## config.mk

```make
export PLATFORM = sky130hd
export DESIGN_NAME = audio_dac_mute_control
export DESIGN_NICKNAME = d
export VERILOG_FILES = /design/src/rtl/audio_dac_mute_pkg.sv /design/src/rtl/audio_dac_mute_control.sv
export SDC_FILE = /design/constraint.sdc
export NUM_CORES = 2
export LEC_CHECK = 0
export BUFFER_PORTS_ARGS = -buffer_cell sky130_fd_sc_hd__buf_2
export CAP_MARGIN = 15
export CORE_MARGIN = 2
export CORE_UTILIZATION = 59
export CTS_BUF_LIST = sky130_fd_sc_hd__clkbuf_16
export DETAILED_ROUTE_END_ITERATION = 8
export PLACE_DENSITY = 0.8
export SETUP_SLACK_MARGIN = 0.4
export SYNTH_ARGS = -nofsm -noshare
export SYNTH_HDL_FRONTEND = slang
export SYNTH_SLANG_ARGS = --single-unit
export TNS_END_PERCENT = 50
```

## constraint.sdc

```tcl
create_clock -name clock -period 8.7 [get_ports clock]
set_input_delay 0.435 -clock clock [delete_from_list [all_inputs] [get_ports clock]]
set_output_delay 0.435 -clock clock [all_outputs]
set_load 0.02 [all_outputs]
```

## src/rtl/audio_dac_mute_pkg.sv

```systemverilog
package audio_dac_mute_pkg;

	// ==========================================
	// Register map (word offsets on the plain port)
	localparam int ADDR_W = 4;
	localparam int DATA_W = 32;
	localparam logic [3:0] OFS_CTRL = 4'h0;
	localparam logic [3:0] OFS_ATT = 4'h1;
	localparam logic [3:0] OFS_STATUS = 4'h2;
	localparam logic [3:0] OFS_IRQ_STAT = 4'h3;
	localparam logic [3:0] OFS_IRQ_MASK = 4'h4;

	// ==========================================
	// Control word, bit 0 is softMute
	typedef struct packed {
		logic bassBoostLevel;
		logic bassBoostEnable;
		logic mutePolarity;
		logic decoderSpeed;
		logic dacClockSelect;
		logic wordClockResync;
		logic dcOffset;
		logic zeroMuteEn;
		logic outputSelect;
		logic forcedMute;
		logic softMute;
	} ctrl_s;
	localparam int CTRL_W = 11;
	localparam logic [10:0] CTRL_RESET = 11'h000;

	// Serial audio pins
	typedef struct packed {
		logic bitClk;
		logic wordClk;
		logic data;
	} link_s;

	typedef enum logic [1:0] {
		SYNC_HUNT = 2'b00,
		SYNC_HOLD = 2'b01,
		SYNC_LOCKED = 2'b10
	} sync_e;

	// ==========================================
	// Fields and widths
	localparam int ATT_W = 10;
	localparam logic [9:0] ATT_RESET = 10'h3ff;
	localparam logic [9:0] ATT_MUTE = 10'h000;
	localparam int SAMPLE_W = 16;
	localparam int ZERO_DC_BITS = 4;
	localparam int BITS_PER_FRAME = 48;
	localparam int IRQ_W = 4;
	localparam int IRQ_ZERO_L = 0;
	localparam int IRQ_ZERO_R = 1;
	localparam int IRQ_ALIGN = 2;
	localparam int IRQ_ATT_DONE = 3;
	localparam logic [3:0] IRQ_RESET = 4'h0;
	localparam int ST_ZERO_L = 0;
	localparam int ST_ZERO_R = 1;
	localparam int ST_ALIGNED = 2;
	localparam int ST_DOUBLE = 3;
	localparam int ST_FMUTE = 4;
	localparam int ST_ATT_LSB = 16;

	// ==========================================
	// Timing
	localparam int CLK_HZ = 40_000_000;
	localparam int ZERO_TIME_MS = 300;
	localparam int ZERO_CYCLES = ZERO_TIME_MS * (CLK_HZ / 1000);
	localparam int ATT_STEP_CYCLES = 64;
	localparam int BOOST_LP_SHIFT = 4;
	localparam int BOOST_MID_SHIFT = 2;
	localparam int BOOST_MAX_SHIFT = 1;

endpackage

```

## src/rtl/audio_dac_mute_control.sv

```systemverilog
// Behaviour
// RQ1: Flag a channel zero after ~300 ms of upper bits all equal, low nibble ignored.
// RQ2: Left and right have their own zero detectors, each seeing only its samples.
// RQ3: Mute flag asserts on zero data, system mute pin high, or soft mute.
// RQ4: Mute flag polarity follows the polarity control bit.
// RQ5: New attenuation target mid-ramp: ramp from current level toward new one.
// RQ6: Ramp to zero on attenuation zero, soft mute or system mute pin.
// RQ7: Forced mute holds the PWM streams low.
// RQ8: Controller sets output select together with forced mute or resync.
// RQ9: Forced mute also when zero mute enabled and both channels zero.
// RQ10: Controller sets DC offset control when it enables zero mute.
// RQ11: Framing aligns on the first word clock falling edge after reset.
// RQ12: Controller resyncs after crystal, decoder speed or DAC clock changes.
// RQ13: Resync bit set for a word clock period then cleared; realign on release.
// RQ14: Double speed only with 768Fs crystal and DAC clock select low.
// RQ15: DAC speed ignores the decoder speed bit.
// RQ16: Bass boost off, medium or maximum from two control bits.
// RQ17: 48 bit clocks per frame, MSB first, word clock high is left.
// RQ18: A breaking sample restarts the interval and clears zero state.
// RQ19: Mute flag goes inactive once no condition holds.
//
// Implementation choices: the strobed register port and the placing of the registers.
module audio_dac_mute_control #(
	parameter int ZERO_CYCLES = audio_dac_mute_pkg::ZERO_CYCLES,
	parameter int ATT_STEP_CYCLES = audio_dac_mute_pkg::ATT_STEP_CYCLES
) (
	// Clock and reset
	input wire logic clock,
	input wire logic reset_n,
	input wire logic clockEnable,
	// Register port
	input wire logic [audio_dac_mute_pkg::ADDR_W-1:0] regAddr,
	input wire logic [audio_dac_mute_pkg::DATA_W-1:0] regWriteData,
	input wire logic regWrite,
	input wire logic regRead,
	output logic [audio_dac_mute_pkg::DATA_W-1:0] regReadData,
	// Pins
	input wire audio_dac_mute_pkg::link_s serialIn,
	input wire logic system_mute_pin,
	input wire logic crystal_ratio_pin,
	// Outputs
	output logic left_mute_flag,
	output logic right_mute_flag,
	output logic pwmLeft,
	output logic pwmRight,
	output logic dacDoubleSpeed,
	output logic decoder_speed_select,
	output logic output_select_bit,
	output logic dc_offset_ctl,
	output logic interrupt
);

	localparam int SW = audio_dac_mute_pkg::SAMPLE_W;
	localparam int AW = audio_dac_mute_pkg::ATT_W;

	function automatic logic zeroCond(input logic [SW-1:0] s);
		logic [SW-audio_dac_mute_pkg::ZERO_DC_BITS-1:0] hi;
		hi = s[SW-1:audio_dac_mute_pkg::ZERO_DC_BITS];
		return (&hi) || !(|hi);
	endfunction

	function automatic logic signed [SW-1:0] sat(input logic signed [SW+1:0] v);
		logic signed [SW+1:0] maxV;
		maxV = (SW+2)'(2**(SW-1) - 1);
		if (v > maxV)
			return SW'(maxV);
		else if (v < -maxV - 1)
			return SW'(-maxV - 1);
		return v[SW-1:0];
	endfunction

	// ==========================================
	// Pin synchronisers, the third stage only feeds edge detection
	logic [2:0] bitSync;
	logic [2:0] wordSync;
	logic [1:0] dataSync;
	logic [1:0] sysSync;
	logic [1:0] xtalSync;

	always_ff @(posedge clock) begin
		if (!reset_n) begin
			bitSync <= 3'h0;
			wordSync <= 3'h0;
			dataSync <= 2'h0;
			sysSync <= 2'h0;
			xtalSync <= 2'h0;
		end else if (clockEnable) begin
			bitSync <= {bitSync[1:0], serialIn.bitClk};
			wordSync <= {wordSync[1:0], serialIn.wordClk};
			dataSync <= {dataSync[0], serialIn.data};
			sysSync <= {sysSync[0], system_mute_pin};
			xtalSync <= {xtalSync[0], crystal_ratio_pin};
		end
	end

	logic bitRise;
	logic wordFall;
	logic wordRise;
	logic sysMute;
	assign bitRise = bitSync[1] && !bitSync[2];
	assign wordFall = !wordSync[1] && wordSync[2];
	assign wordRise = wordSync[1] && !wordSync[2];
	assign sysMute = sysSync[1];

	// ==========================================
	// Registers
	audio_dac_mute_pkg::ctrl_s ctrl;
	logic [AW-1:0] attTarget;
	logic [audio_dac_mute_pkg::IRQ_W-1:0] irqStat;
	logic [audio_dac_mute_pkg::IRQ_W-1:0] irqMask;
	logic [audio_dac_mute_pkg::IRQ_W-1:0] irqEvent;
	logic [AW-1:0] attLevel;
	logic [1:0] zeroFlag;
	logic forcedActive;
	audio_dac_mute_pkg::sync_e syncState;

	always_ff @(posedge clock) begin
		if (!reset_n) begin
			ctrl <= audio_dac_mute_pkg::CTRL_RESET;
			attTarget <= audio_dac_mute_pkg::ATT_RESET;
			irqMask <= audio_dac_mute_pkg::IRQ_RESET;
		end else if (clockEnable && regWrite) begin
			if (regAddr == audio_dac_mute_pkg::OFS_CTRL)
				ctrl <= regWriteData[audio_dac_mute_pkg::CTRL_W-1:0];
			if (regAddr == audio_dac_mute_pkg::OFS_ATT)
				attTarget <= regWriteData[AW-1:0];
			if (regAddr == audio_dac_mute_pkg::OFS_IRQ_MASK)
				irqMask <= regWriteData[audio_dac_mute_pkg::IRQ_W-1:0];
		end
	end

	// Set wins over the write-one clear so no event is lost
	always_ff @(posedge clock) begin
		if (!reset_n)
			irqStat <= audio_dac_mute_pkg::IRQ_RESET;
		else if (clockEnable) begin
			if (regWrite && regAddr == audio_dac_mute_pkg::OFS_IRQ_STAT)
				irqStat <= (irqStat & ~regWriteData[audio_dac_mute_pkg::IRQ_W-1:0]) | irqEvent;
			else
				irqStat <= irqStat | irqEvent;
		end
	end

	always_ff @(posedge clock) begin
		if (!reset_n)
			interrupt <= 1'b0;
		else if (clockEnable)
			interrupt <= |(irqStat & irqMask);
	end

	always_ff @(posedge clock) begin
		if (!reset_n)
			regReadData <= 32'h0000_0000;
		else if (clockEnable) begin
			regReadData <= 32'h0000_0000;
			if (regRead) begin
				unique case (regAddr)
					audio_dac_mute_pkg::OFS_CTRL: regReadData <= 32'(ctrl);
					audio_dac_mute_pkg::OFS_ATT: regReadData <= 32'(attTarget);
					audio_dac_mute_pkg::OFS_STATUS: begin
						regReadData[audio_dac_mute_pkg::ST_ZERO_L] <= zeroFlag[0];
						regReadData[audio_dac_mute_pkg::ST_ZERO_R] <= zeroFlag[1];
						regReadData[audio_dac_mute_pkg::ST_ALIGNED] <= syncState == audio_dac_mute_pkg::SYNC_LOCKED;
						regReadData[audio_dac_mute_pkg::ST_DOUBLE] <= dacDoubleSpeed;
						regReadData[audio_dac_mute_pkg::ST_FMUTE] <= forcedActive;
						regReadData[audio_dac_mute_pkg::ST_ATT_LSB +: AW] <= attLevel;
					end
					audio_dac_mute_pkg::OFS_IRQ_STAT: regReadData <= 32'(irqStat);
					audio_dac_mute_pkg::OFS_IRQ_MASK: regReadData <= 32'(irqMask);
					default: regReadData <= 32'h0000_0000;
				endcase
			end
		end
	end

	// ==========================================
	// Word clock alignment
	always_ff @(posedge clock) begin
		if (!reset_n)
			syncState <= audio_dac_mute_pkg::SYNC_HUNT; // RQ11
		else if (clockEnable) begin
			unique case (syncState)
				audio_dac_mute_pkg::SYNC_HUNT:
					if (ctrl.wordClockResync)
						syncState <= audio_dac_mute_pkg::SYNC_HOLD;
					else if (wordFall)
						syncState <= audio_dac_mute_pkg::SYNC_LOCKED; // RQ11
				audio_dac_mute_pkg::SYNC_HOLD:
					if (!ctrl.wordClockResync)
						syncState <= audio_dac_mute_pkg::SYNC_HUNT; // RQ13
				audio_dac_mute_pkg::SYNC_LOCKED:
					if (ctrl.wordClockResync)
						syncState <= audio_dac_mute_pkg::SYNC_HOLD; // RQ13
				default: syncState <= audio_dac_mute_pkg::SYNC_HUNT;
			endcase
		end
	end

	// ==========================================
	// Serial capture: the last SW bits before each word clock edge
	logic [SW-1:0] shifter;
	logic [SW-1:0] sample [2];
	logic [1:0] newSample;
	logic locked;
	assign locked = syncState == audio_dac_mute_pkg::SYNC_LOCKED;

	always_ff @(posedge clock) begin
		if (!reset_n)
			shifter <= 16'h0000;
		else if (clockEnable && bitRise)
			shifter <= {shifter[SW-2:0], dataSync[1]}; // RQ17
	end

	always_ff @(posedge clock) begin
		if (!reset_n) begin
			sample[0] <= 16'h0000;
			sample[1] <= 16'h0000;
			newSample <= 2'h0;
		end else if (clockEnable) begin
			newSample <= {locked && wordRise, locked && wordFall};
			if (locked && wordFall)
				sample[0] <= shifter; // RQ17
			if (locked && wordRise)
				sample[1] <= shifter;
		end
	end

	// ==========================================
	// Attenuation ramp, one step per interval from the present level
	logic [AW-1:0] effTarget;
	logic [$clog2(ATT_STEP_CYCLES+1)-1:0] stepCount;
	logic softMuting;
	assign softMuting = attTarget == audio_dac_mute_pkg::ATT_MUTE || ctrl.softMute || sysMute;
	assign effTarget = softMuting ? audio_dac_mute_pkg::ATT_MUTE : attTarget; // RQ6

	always_ff @(posedge clock) begin
		if (!reset_n) begin
			attLevel <= audio_dac_mute_pkg::ATT_RESET;
			stepCount <= '0;
		end else if (clockEnable) begin
			if (stepCount == ($bits(stepCount))'(ATT_STEP_CYCLES - 1)) begin
				stepCount <= '0;
				if (attLevel < effTarget)
					attLevel <= attLevel + 1'b1; // RQ5
				else if (attLevel > effTarget)
					attLevel <= attLevel - 1'b1; // RQ5
			end else
				stepCount <= stepCount + 1'b1;
		end
	end

	assign irqEvent[audio_dac_mute_pkg::IRQ_ALIGN] = syncState == audio_dac_mute_pkg::SYNC_HUNT && wordFall
		&& !ctrl.wordClockResync;
	assign irqEvent[audio_dac_mute_pkg::IRQ_ATT_DONE] = stepCount == ($bits(stepCount))'(ATT_STEP_CYCLES - 1)
		&& attLevel != effTarget && (attLevel + 1'b1 == effTarget || attLevel - 1'b1 == effTarget);

	// Forced mute, direct or from zero data on both channels
	assign forcedActive = ctrl.forcedMute || (ctrl.zeroMuteEn && (&zeroFlag)); // RQ7 RQ9

	// ==========================================
	// Per-channel datapath
	logic [1:0] muteCond;
	logic [1:0] pwmBit;

	for (genvar c = 0; c < 2; c++) begin : g_chan
		logic [$clog2(ZERO_CYCLES+1)-1:0] zeroCount;
		logic condHeld;
		logic signed [SW-1:0] lowPass;
		logic signed [SW-1:0] boosted;
		logic signed [SW+1:0] boostSum;
		logic signed [SW+AW:0] product;
		logic [SW:0] modAcc;
		logic [SW:0] next_modAcc;

		// Detection only ever looks at this channel's samples
		always_ff @(posedge clock) begin
			if (!reset_n) begin
				condHeld <= 1'b0;
				zeroCount <= '0;
				zeroFlag[c] <= 1'b0;
			end else if (clockEnable) begin
				if (newSample[c] && !zeroCond(sample[c])) begin
					condHeld <= 1'b0; // RQ18
					zeroCount <= '0;
					zeroFlag[c] <= 1'b0;
				end else if (newSample[c] && !condHeld) begin
					condHeld <= 1'b1; // RQ2
					zeroCount <= '0;
				end else if (condHeld && !zeroFlag[c]) begin
					if (zeroCount == ($bits(zeroCount))'(ZERO_CYCLES - 1))
						zeroFlag[c] <= 1'b1; // RQ1
					else
						zeroCount <= zeroCount + 1'b1;
				end
			end
		end

		assign irqEvent[c] = condHeld && !zeroFlag[c] && zeroCount == ($bits(zeroCount))'(ZERO_CYCLES - 1)
			&& !(newSample[c] && !zeroCond(sample[c]));

		// Bass boost adds back a low-passed copy of the signal
		always_ff @(posedge clock) begin
			if (!reset_n)
				lowPass <= 16'h0000;
			else if (clockEnable && newSample[c])
				lowPass <= lowPass + SW'(($signed(sample[c]) - lowPass) >>> audio_dac_mute_pkg::BOOST_LP_SHIFT);
		end

		always_comb begin
			boostSum = (SW+2)'($signed(sample[c]));
			if (ctrl.bassBoostEnable) begin // RQ16
				if (ctrl.bassBoostLevel)
					boostSum = boostSum + (SW+2)'(lowPass >>> audio_dac_mute_pkg::BOOST_MAX_SHIFT);
				else
					boostSum = boostSum + (SW+2)'(lowPass >>> audio_dac_mute_pkg::BOOST_MID_SHIFT);
			end
		end

		assign boosted = sat(boostSum);
		assign product = (SW+AW+1)'(boosted * $signed({1'b0, attLevel}));

		// First-order modulator: the carry is the 1-bit stream
		assign next_modAcc = {1'b0, modAcc[SW-1:0]} + {1'b0, product[SW+AW-1:AW] ^ 16'h8000};

		always_ff @(posedge clock) begin
			if (!reset_n) begin
				modAcc <= 17'h0_0000;
				pwmBit[c] <= 1'b0;
			end else if (clockEnable) begin
				modAcc <= next_modAcc;
				pwmBit[c] <= forcedActive ? 1'b0 : next_modAcc[SW]; // RQ7
			end
		end

		assign muteCond[c] = zeroFlag[c] || sysMute || ctrl.softMute; // RQ3
	end

	assign pwmLeft = pwmBit[0];
	assign pwmRight = pwmBit[1];

	// ==========================================
	// Flags and speed outputs
	always_ff @(posedge clock) begin
		if (!reset_n) begin
			left_mute_flag <= 1'b1;
			right_mute_flag <= 1'b1;
		end else if (clockEnable) begin
			left_mute_flag <= muteCond[0] ~^ ctrl.mutePolarity; // RQ4 RQ19
			right_mute_flag <= muteCond[1] ~^ ctrl.mutePolarity; // RQ4 RQ19
		end
	end

	// Crystal high means 768Fs; 384Fs with select high is undefined, kept normal
	always_ff @(posedge clock) begin
		if (!reset_n) begin
			dacDoubleSpeed <= 1'b0;
			decoder_speed_select <= 1'b0;
			output_select_bit <= 1'b0;
			dc_offset_ctl <= 1'b0;
		end else if (clockEnable) begin
			dacDoubleSpeed <= xtalSync[1] && !ctrl.dacClockSelect; // RQ14 RQ15
			decoder_speed_select <= ctrl.decoderSpeed;
			output_select_bit <= ctrl.outputSelect;
			dc_offset_ctl <= ctrl.dcOffset;
		end
	end

endmodule // audio_dac_mute_control

```

# ---- Word-level counts from Yosys, hierarchy flattened
# Memory sizes are Yosys's and may differ from the RTL's.
# Index checks and enable logic that the tools add are counted.
dict set report classes {
  bitwise_logic 11
  n_lt_le_gt_ge 6
  eq_ne 19
  muxes 61
  addsub 15
  mul 2
  n_reduce_logical 80
}
# op count
set ops {}
lappend ops {{$mux 24} 8}
lappend ops {{$mux 16} 8}
lappend ops {{$mux 18} 4}
lappend ops {{$mul 16x11->26} 2}
lappend ops {{$add 24x1->24 const B} 2}
lappend ops {{$eq 24x24->1 const B} 2}
lappend ops {{$mux 10} 4}
lappend ops {{$gt 18x16->1 const B} 2}
lappend ops {{$lt 18x16->1 const B} 2}
lappend ops {{$add 16x14->17} 2}
lappend ops {{$add 16x15->17} 2}
lappend ops {{$add 16x16->17} 2}
lappend ops {{$add 16x12->16} 2}
lappend ops {{$sub 16x16->16} 2}
lappend ops {{$mux 1} 27}
lappend ops {{$logic_and 1x1->1} 26}
lappend ops {{$mux 26} 1}
lappend ops {{$pmux 5 s5} 1}
lappend ops {{$reduce_and 12->1} 2}
lappend ops {{$reduce_or 12->1} 2}
lappend ops {{$eq 10x10->1} 2}
lappend ops {{$logic_not 1->1} 15}
lappend ops {{$reduce_bool 2->1} 7}
lappend ops {{$pmux 6 s2} 1}
lappend ops {{33 further kinds} 66}
dict set report totals {
  regBits 235
  in_bits 46
  word_cells 239
  output_inout_bits 41
  n_memories 1
  mem_bits_rw 32
}
# name words word_bits read_ports rd_clocked_by_memory_dff write_ports line_no
set mem_list {}
lappend mem_list {sample 2 16 2 0 2 audio_dac_mute_control.sv:202} ;# logic [SW-1:0] sample [2];

# ---- Longest topological paths before layout
# An unclocked memory read counts as a cell.
dict set report logic_depth {
  depth_word 12
  ltp_mapped 46
  mapped_depth_nobuf 43
}

# ---- Least setup slack after synthesis
# Ideal clock, no wire load.
dict set report synth_path {
  kind {register to register}
  from {register ctrl[10] (netlist bit)}
  to {register g_chan[1].modAcc[14]}
  path_stages_with_launch 47
  t_arrival_ps 9314
  period_less_slack_ps 9399
  required_ps 8614
  slack_ps -699
  setup_time_ps 86
  path_buffers 3
  path_cell_list {dfxtp_1 clkbuf_1 clkbuf_1 nand2_1 o21ai_0 ha_1 inv_1 fa_1 nand2b_1 a21o_1 a21oi_1 o211ai_1 a21oi_1 clkbuf_1 nand2_1 a21oi_1 mux2i_2 nand2b_1 (+11 left out) nand4_1 nor2_1 o2111ai_1 nand2_1 a21o_1 xor2_1 inv_1 fa_1 nor2b_1 o21ai_1 a21boi_1 o21a_1 o21a_1 o211a_1 o211ai_1 a32o_1 xor2_1 a211oi_1}
}
dict set report synth_via {
  elab_chain_cells 8
  word_cells_on_any_way 10
  classes_between {1 x add/sub; 1 x mul; 2 x order compare; 6 x mux}
}
# element line_no
set synth_lines {}
lappend synth_lines {{start: declaration} audio_dac_mute_control.sv:107} ;# audio_dac_mute_pkg::ctrl_s ctrl;
lappend synth_lines {{start signal: assignment} audio_dac_mute_control.sv:119} ;# ctrl <= audio_dac_mute_pkg::CTRL_RESET;
lappend synth_lines {{start signal: assignment} audio_dac_mute_control.sv:124} ;# ctrl <= regWriteData[audio_dac_mute_pkg::CTRL_W-1:0];
lappend synth_lines {{$mux 18 (*)} audio_dac_mute_control.sv:312} ;# if (ctrl.bassBoostLevel)
lappend synth_lines {{$mux 18 (*)} audio_dac_mute_control.sv:311} ;# if (ctrl.bassBoostEnable) begin
lappend synth_lines {{$lt 18x16->1} audio_dac_mute_control.sv:67} ;# else if (v < -maxV - 1)
lappend synth_lines {{$mux 1} audio_dac_mute_control.sv:67}
lappend synth_lines {{$mux 1} audio_dac_mute_control.sv:65} ;# if (v > maxV)
lappend synth_lines {{$mux 16 (*)} audio_dac_mute_control.sv:69} ;# return v[SW-1:0];
lappend synth_lines {{$mul 16x11->26 (*)} audio_dac_mute_control.sv:320} ;# assign product = (SW+AW+1)'(boosted * $signed({1'b0, attLevel}));
lappend synth_lines {{$add 16x16->17 (*)} audio_dac_mute_control.sv:323} ;# assign next_modAcc = {1'b0, modAcc[SW-1:0]} + {1'b0, product[SW+AW-1:AW] ^ 16'h8000};
lappend synth_lines {{end signal: assignment} audio_dac_mute_control.sv:330} ;# modAcc <= next_modAcc;
lappend synth_lines {{end: declaration} audio_dac_mute_control.sv:272} ;# logic [SW:0] modAcc;
# Mark *: on every way between the ends. The rest lies on a longest branch, timed or not.
# A chain may end at the register's enable or synchronous reset.

# ---- Worst setup path after layout
dict set report layout_path {
  from {register ctrl[10] (netlist bit)}
  to {register g_chan[0].modAcc[14]}
}
dict set report layout_via {
  elab_chain_cells 8
  word_cells_on_any_way 10
  classes_between {1 x add/sub; 1 x mul; 2 x order compare; 6 x mux}
}
# element line_no
set layout_lines {}
lappend layout_lines {{$mux 18 (*)} audio_dac_mute_control.sv:312}
lappend layout_lines {{$mux 18 (*)} audio_dac_mute_control.sv:311}
lappend layout_lines {{$lt 18x16->1} audio_dac_mute_control.sv:67}
lappend layout_lines {{$mux 1} audio_dac_mute_control.sv:67}
lappend layout_lines {{$mux 1} audio_dac_mute_control.sv:65}
lappend layout_lines {{$mux 16 (*)} audio_dac_mute_control.sv:69}
lappend layout_lines {{$mul 16x11->26 (*)} audio_dac_mute_control.sv:320}
lappend layout_lines {{$add 16x16->17 (*)} audio_dac_mute_control.sv:323}
lappend layout_lines {{end signal: assignment} audio_dac_mute_control.sv:330}
lappend layout_lines {{end: declaration} audio_dac_mute_control.sv:272}
# Marked as above.

==> results.md <==
* Status: finished with violations
* Failing checks: negative setup slack
* First-pass GRT wire length at 131.8 mm
* Final Skew at 0.03477 ns
* Total gr overflow at 0
* Antenna Cells at 0
* Critical-path top delay cell: fa_1
* Relative slew slack at between 10% and 20%
* Maximum clock rate at 109.4 MHz
* Sequential share of the synthesized area at 18.98%
* Net count, final at about 4.5k
* CTS Hold Bufs at 0
* # IOs at 87
* Crit Path Max Fanout at 8
* Syn. warnings at 0
* Placer congestion estimate at roughly 0.95
* FFs w/ async S/R, synth at 0%
* Cell taking the most area after synthesis: fa_1
* Drt first pass iters at 6
* Met3 WL post-DR at 5.758 mm
* Final ANT Viol Nets at 0
* Initial antenna violation count at 0
* Fin crit share at 105.1%
* # port buffers at 54
* Most frequent cells in the layout: buf_4, inv_1, nand2_1
* DR DRC count at 0
* Placed Instance Area at 32850 um^2
* Die Ht at 224.5 um
* Filler Cell Count at around 3.2k
* Startpoint Class: flop
* Setup Viol. Count Final at 20
* P&R area growth vs syn at 23.96%
* H-tree Lvls at 1
* Clock-pin slew on the worst setup and hold paths at 0.08 ns
* Actual slew at the worst max-slew pin at 1.198 ns
* Synth top area cells: fa_1, dfxtp_1, ha_1, inv_1, nand2_1
* Routed WL at 81.96 mm
* DR WL/cell at 18.14 um
* Core area at 47850 um^2
* Final Hold Viols at 0
* WL met2 at 38.72 mm
* Final WS setup at -0.4430 ns
* Worst hold path class: in -> reg
* Max-Cap Viols at 0
* Post-synth EDFFs at 32
* CTS Buf Count at 30
* Layout cell share with drive strength beyond 1 at 22.34%
* Fin crit period at 9.143 ns
* DR vias/cell at 5.796
* Cells after Synth at between 3k and 4k
* Clk buf depth at 3
* RSZ-0062 raised after global routing: yes
* Post-synth top flop: dfxtp_1
* Most common cell after layout, fill and taps aside: buf_4
* Worst Path Required at 9.20 ns
* Row count at 80
* Yosys top cell area share at 20.10%
* CP peak stage delay at 0.57 ns
* CP Class: reg -> reg
* #FFs+latches synth at around 260
* Top cell by count, worst path: buf_4
* Final Cell Area at 35560 um^2
* Initial Util at 59.96%
* Crit path DAT at 9.65 ns
* Highest routed metal layer: met4
* HPWL after detailed placement at 60.16 mm
* Total GRT Usage at 32.04%
* Die Wd at 224.5 um
* Worst-skew pair later-pin latency at 0.62 ns
* Post-Syn Area at 28690 um^2
* Unique masters post-synth at 88
* Slew Limit Fails at 0
* Starting DRT DRC Count at 1968
* Die area at 50410 um^2
* Root Buffer: clkbuf_16
* Clk sinks at 256
* Avg Cell Area, Syn at 8.352 um^2
* Vias in the first global route at 26.56k
* Largest net degree at the start of global routing at 65
* CP Capture Type: flop
* CTS tree: built
* Total number of vias at 26.19k
* DRT met1 WL at ~33 mm
stage by stage:
stage	instances	utilization, %	setup TNS [ns]	worst slack, ns	hold slack (ns)
2_1_floorplan	3445	-	0	0.08809	0.4312
3_3_place_gp	4389	68.67	-2.589	-0.2922	0.4401
3_5_place_dp	4389	68.67	-4.941	-0.4397	0.4473
4_1_cts	4487	72.83	-2.541	-0.3042	0.03733
5_1_grt	4519	74.33	-12.24	-0.7981	0.05821
6_report	4519	74.33	-4.971	-0.4430	0.04878
flip-flops by register name, indices dropped and copies added (netlist names), 3 cells and up:
name	cells
bitSync	3
stepCount	7
attLevel	10
g_chan.lowPass	32
ctrl	11
attTarget	10
irqMask	4
regReadData	21
irqStat	4
g_chan.zeroCount	48
wordSync	3
shifter	16
g_chan.modAcc	32
sample	32
repair_timing:
item	in CTS	in global routing
hold endpoints to repair	0	0
setup buffers	37	32
resized for setup	120	110
setup endpoints to repair	24	30
pin swaps	122	102
cloned	5	0
worst paths after layout:
kind                                         from              endpoint  cells after the start  slack, ns
worst max register to register           ctrl[10]  g_chan[0].modAcc[14]                     41      -0.44
worst max-delay path                     ctrl[10]  g_chan[0].modAcc[14]                     41      -0.44
worst min-delay path            crystal_ratio_pin           xtalSync[0]                      3       0.05
worst min register to register        shifter[15]           shifter[15]                      2       0.46
cell type report:
class / count / area (um^2) / area share [%]
clock buffers: 30 / 750.7 / 2.111
clock inverters: 26 / 347.8 / 0.9781
repair buffers: 528 / 4106 / 11.55
well taps: 615 / 769.5 / 2.164
flip-flops and latches: 256 / 5454 / 15.34
multi-input cells: 2638 / 22530 / 63.36
inverters: 426 / 1602 / 4.503
layer usage:
| layer | global-route usage (%) | vias up |
|---|---|---|
| li1 | - | 12290 |
| met1 | 41.01 | 12590 |
| met2 | 53.95 | 1042 |
| met3 | 4.442 | 277 |
| met4 | 14.74 | 0 |
| met5 | 0 | - |
critical path, delay by kind of cell (launching register included):
kind / cells / cell delay [ns]
AOI/OAI and AO/OA: 11 / 2.14
xor gates and xnor gates: 1 / 0.15
adders and majority gates: 9 / 3.56
buffers and inverters: 12 / 1.52
DFF: 1 / 0.39
muxes: 1 / 0.29
and+or+nand+nor: 7 / 0.97
synthesized netlist by cell type (21+ instances only):
master    number
fa_1         288
o21ai_1       29
ha_1         253
nand2_1      370
a31oi_1       24
nand4_1       35
nand3_1       74
o21a_1        26
or3_1         21
clkbuf_1      99
nor2b_1       99
mux2i_1       64
a21o_1        52
inv_1        419
a211oi_1      21
nand2b_1      56
dfxtp_1      224
and3_1        54
a21oi_1      212
and2_1        97
xnor2_1      112
edfxtp_1      32
o21ai_0       72
nor3_1        52
nor2_1       303
xor2_1        82
kinds of logic (layout without fill, tap and decap cells):
group | Yosys count | after routing | synth area share, %
compound gates | 570 | 570 | 12.44
xor+xnor | 195 | 195 | 5.979
fa+ha+maj | 553 | 553 | 31.55
buf+inv | 551 | 1010 | 7.362
flops | 256 | 256 | 18.98
mux | 84 | 84 | 3.053
other cells | 1 | 11 | 0.01307
simple gates | 1225 | 1225 | 20.62
Power is left out: the tool's default activity adds up to more than one toggle a clock period on the data nets, which glitch-free logic cannot reach.
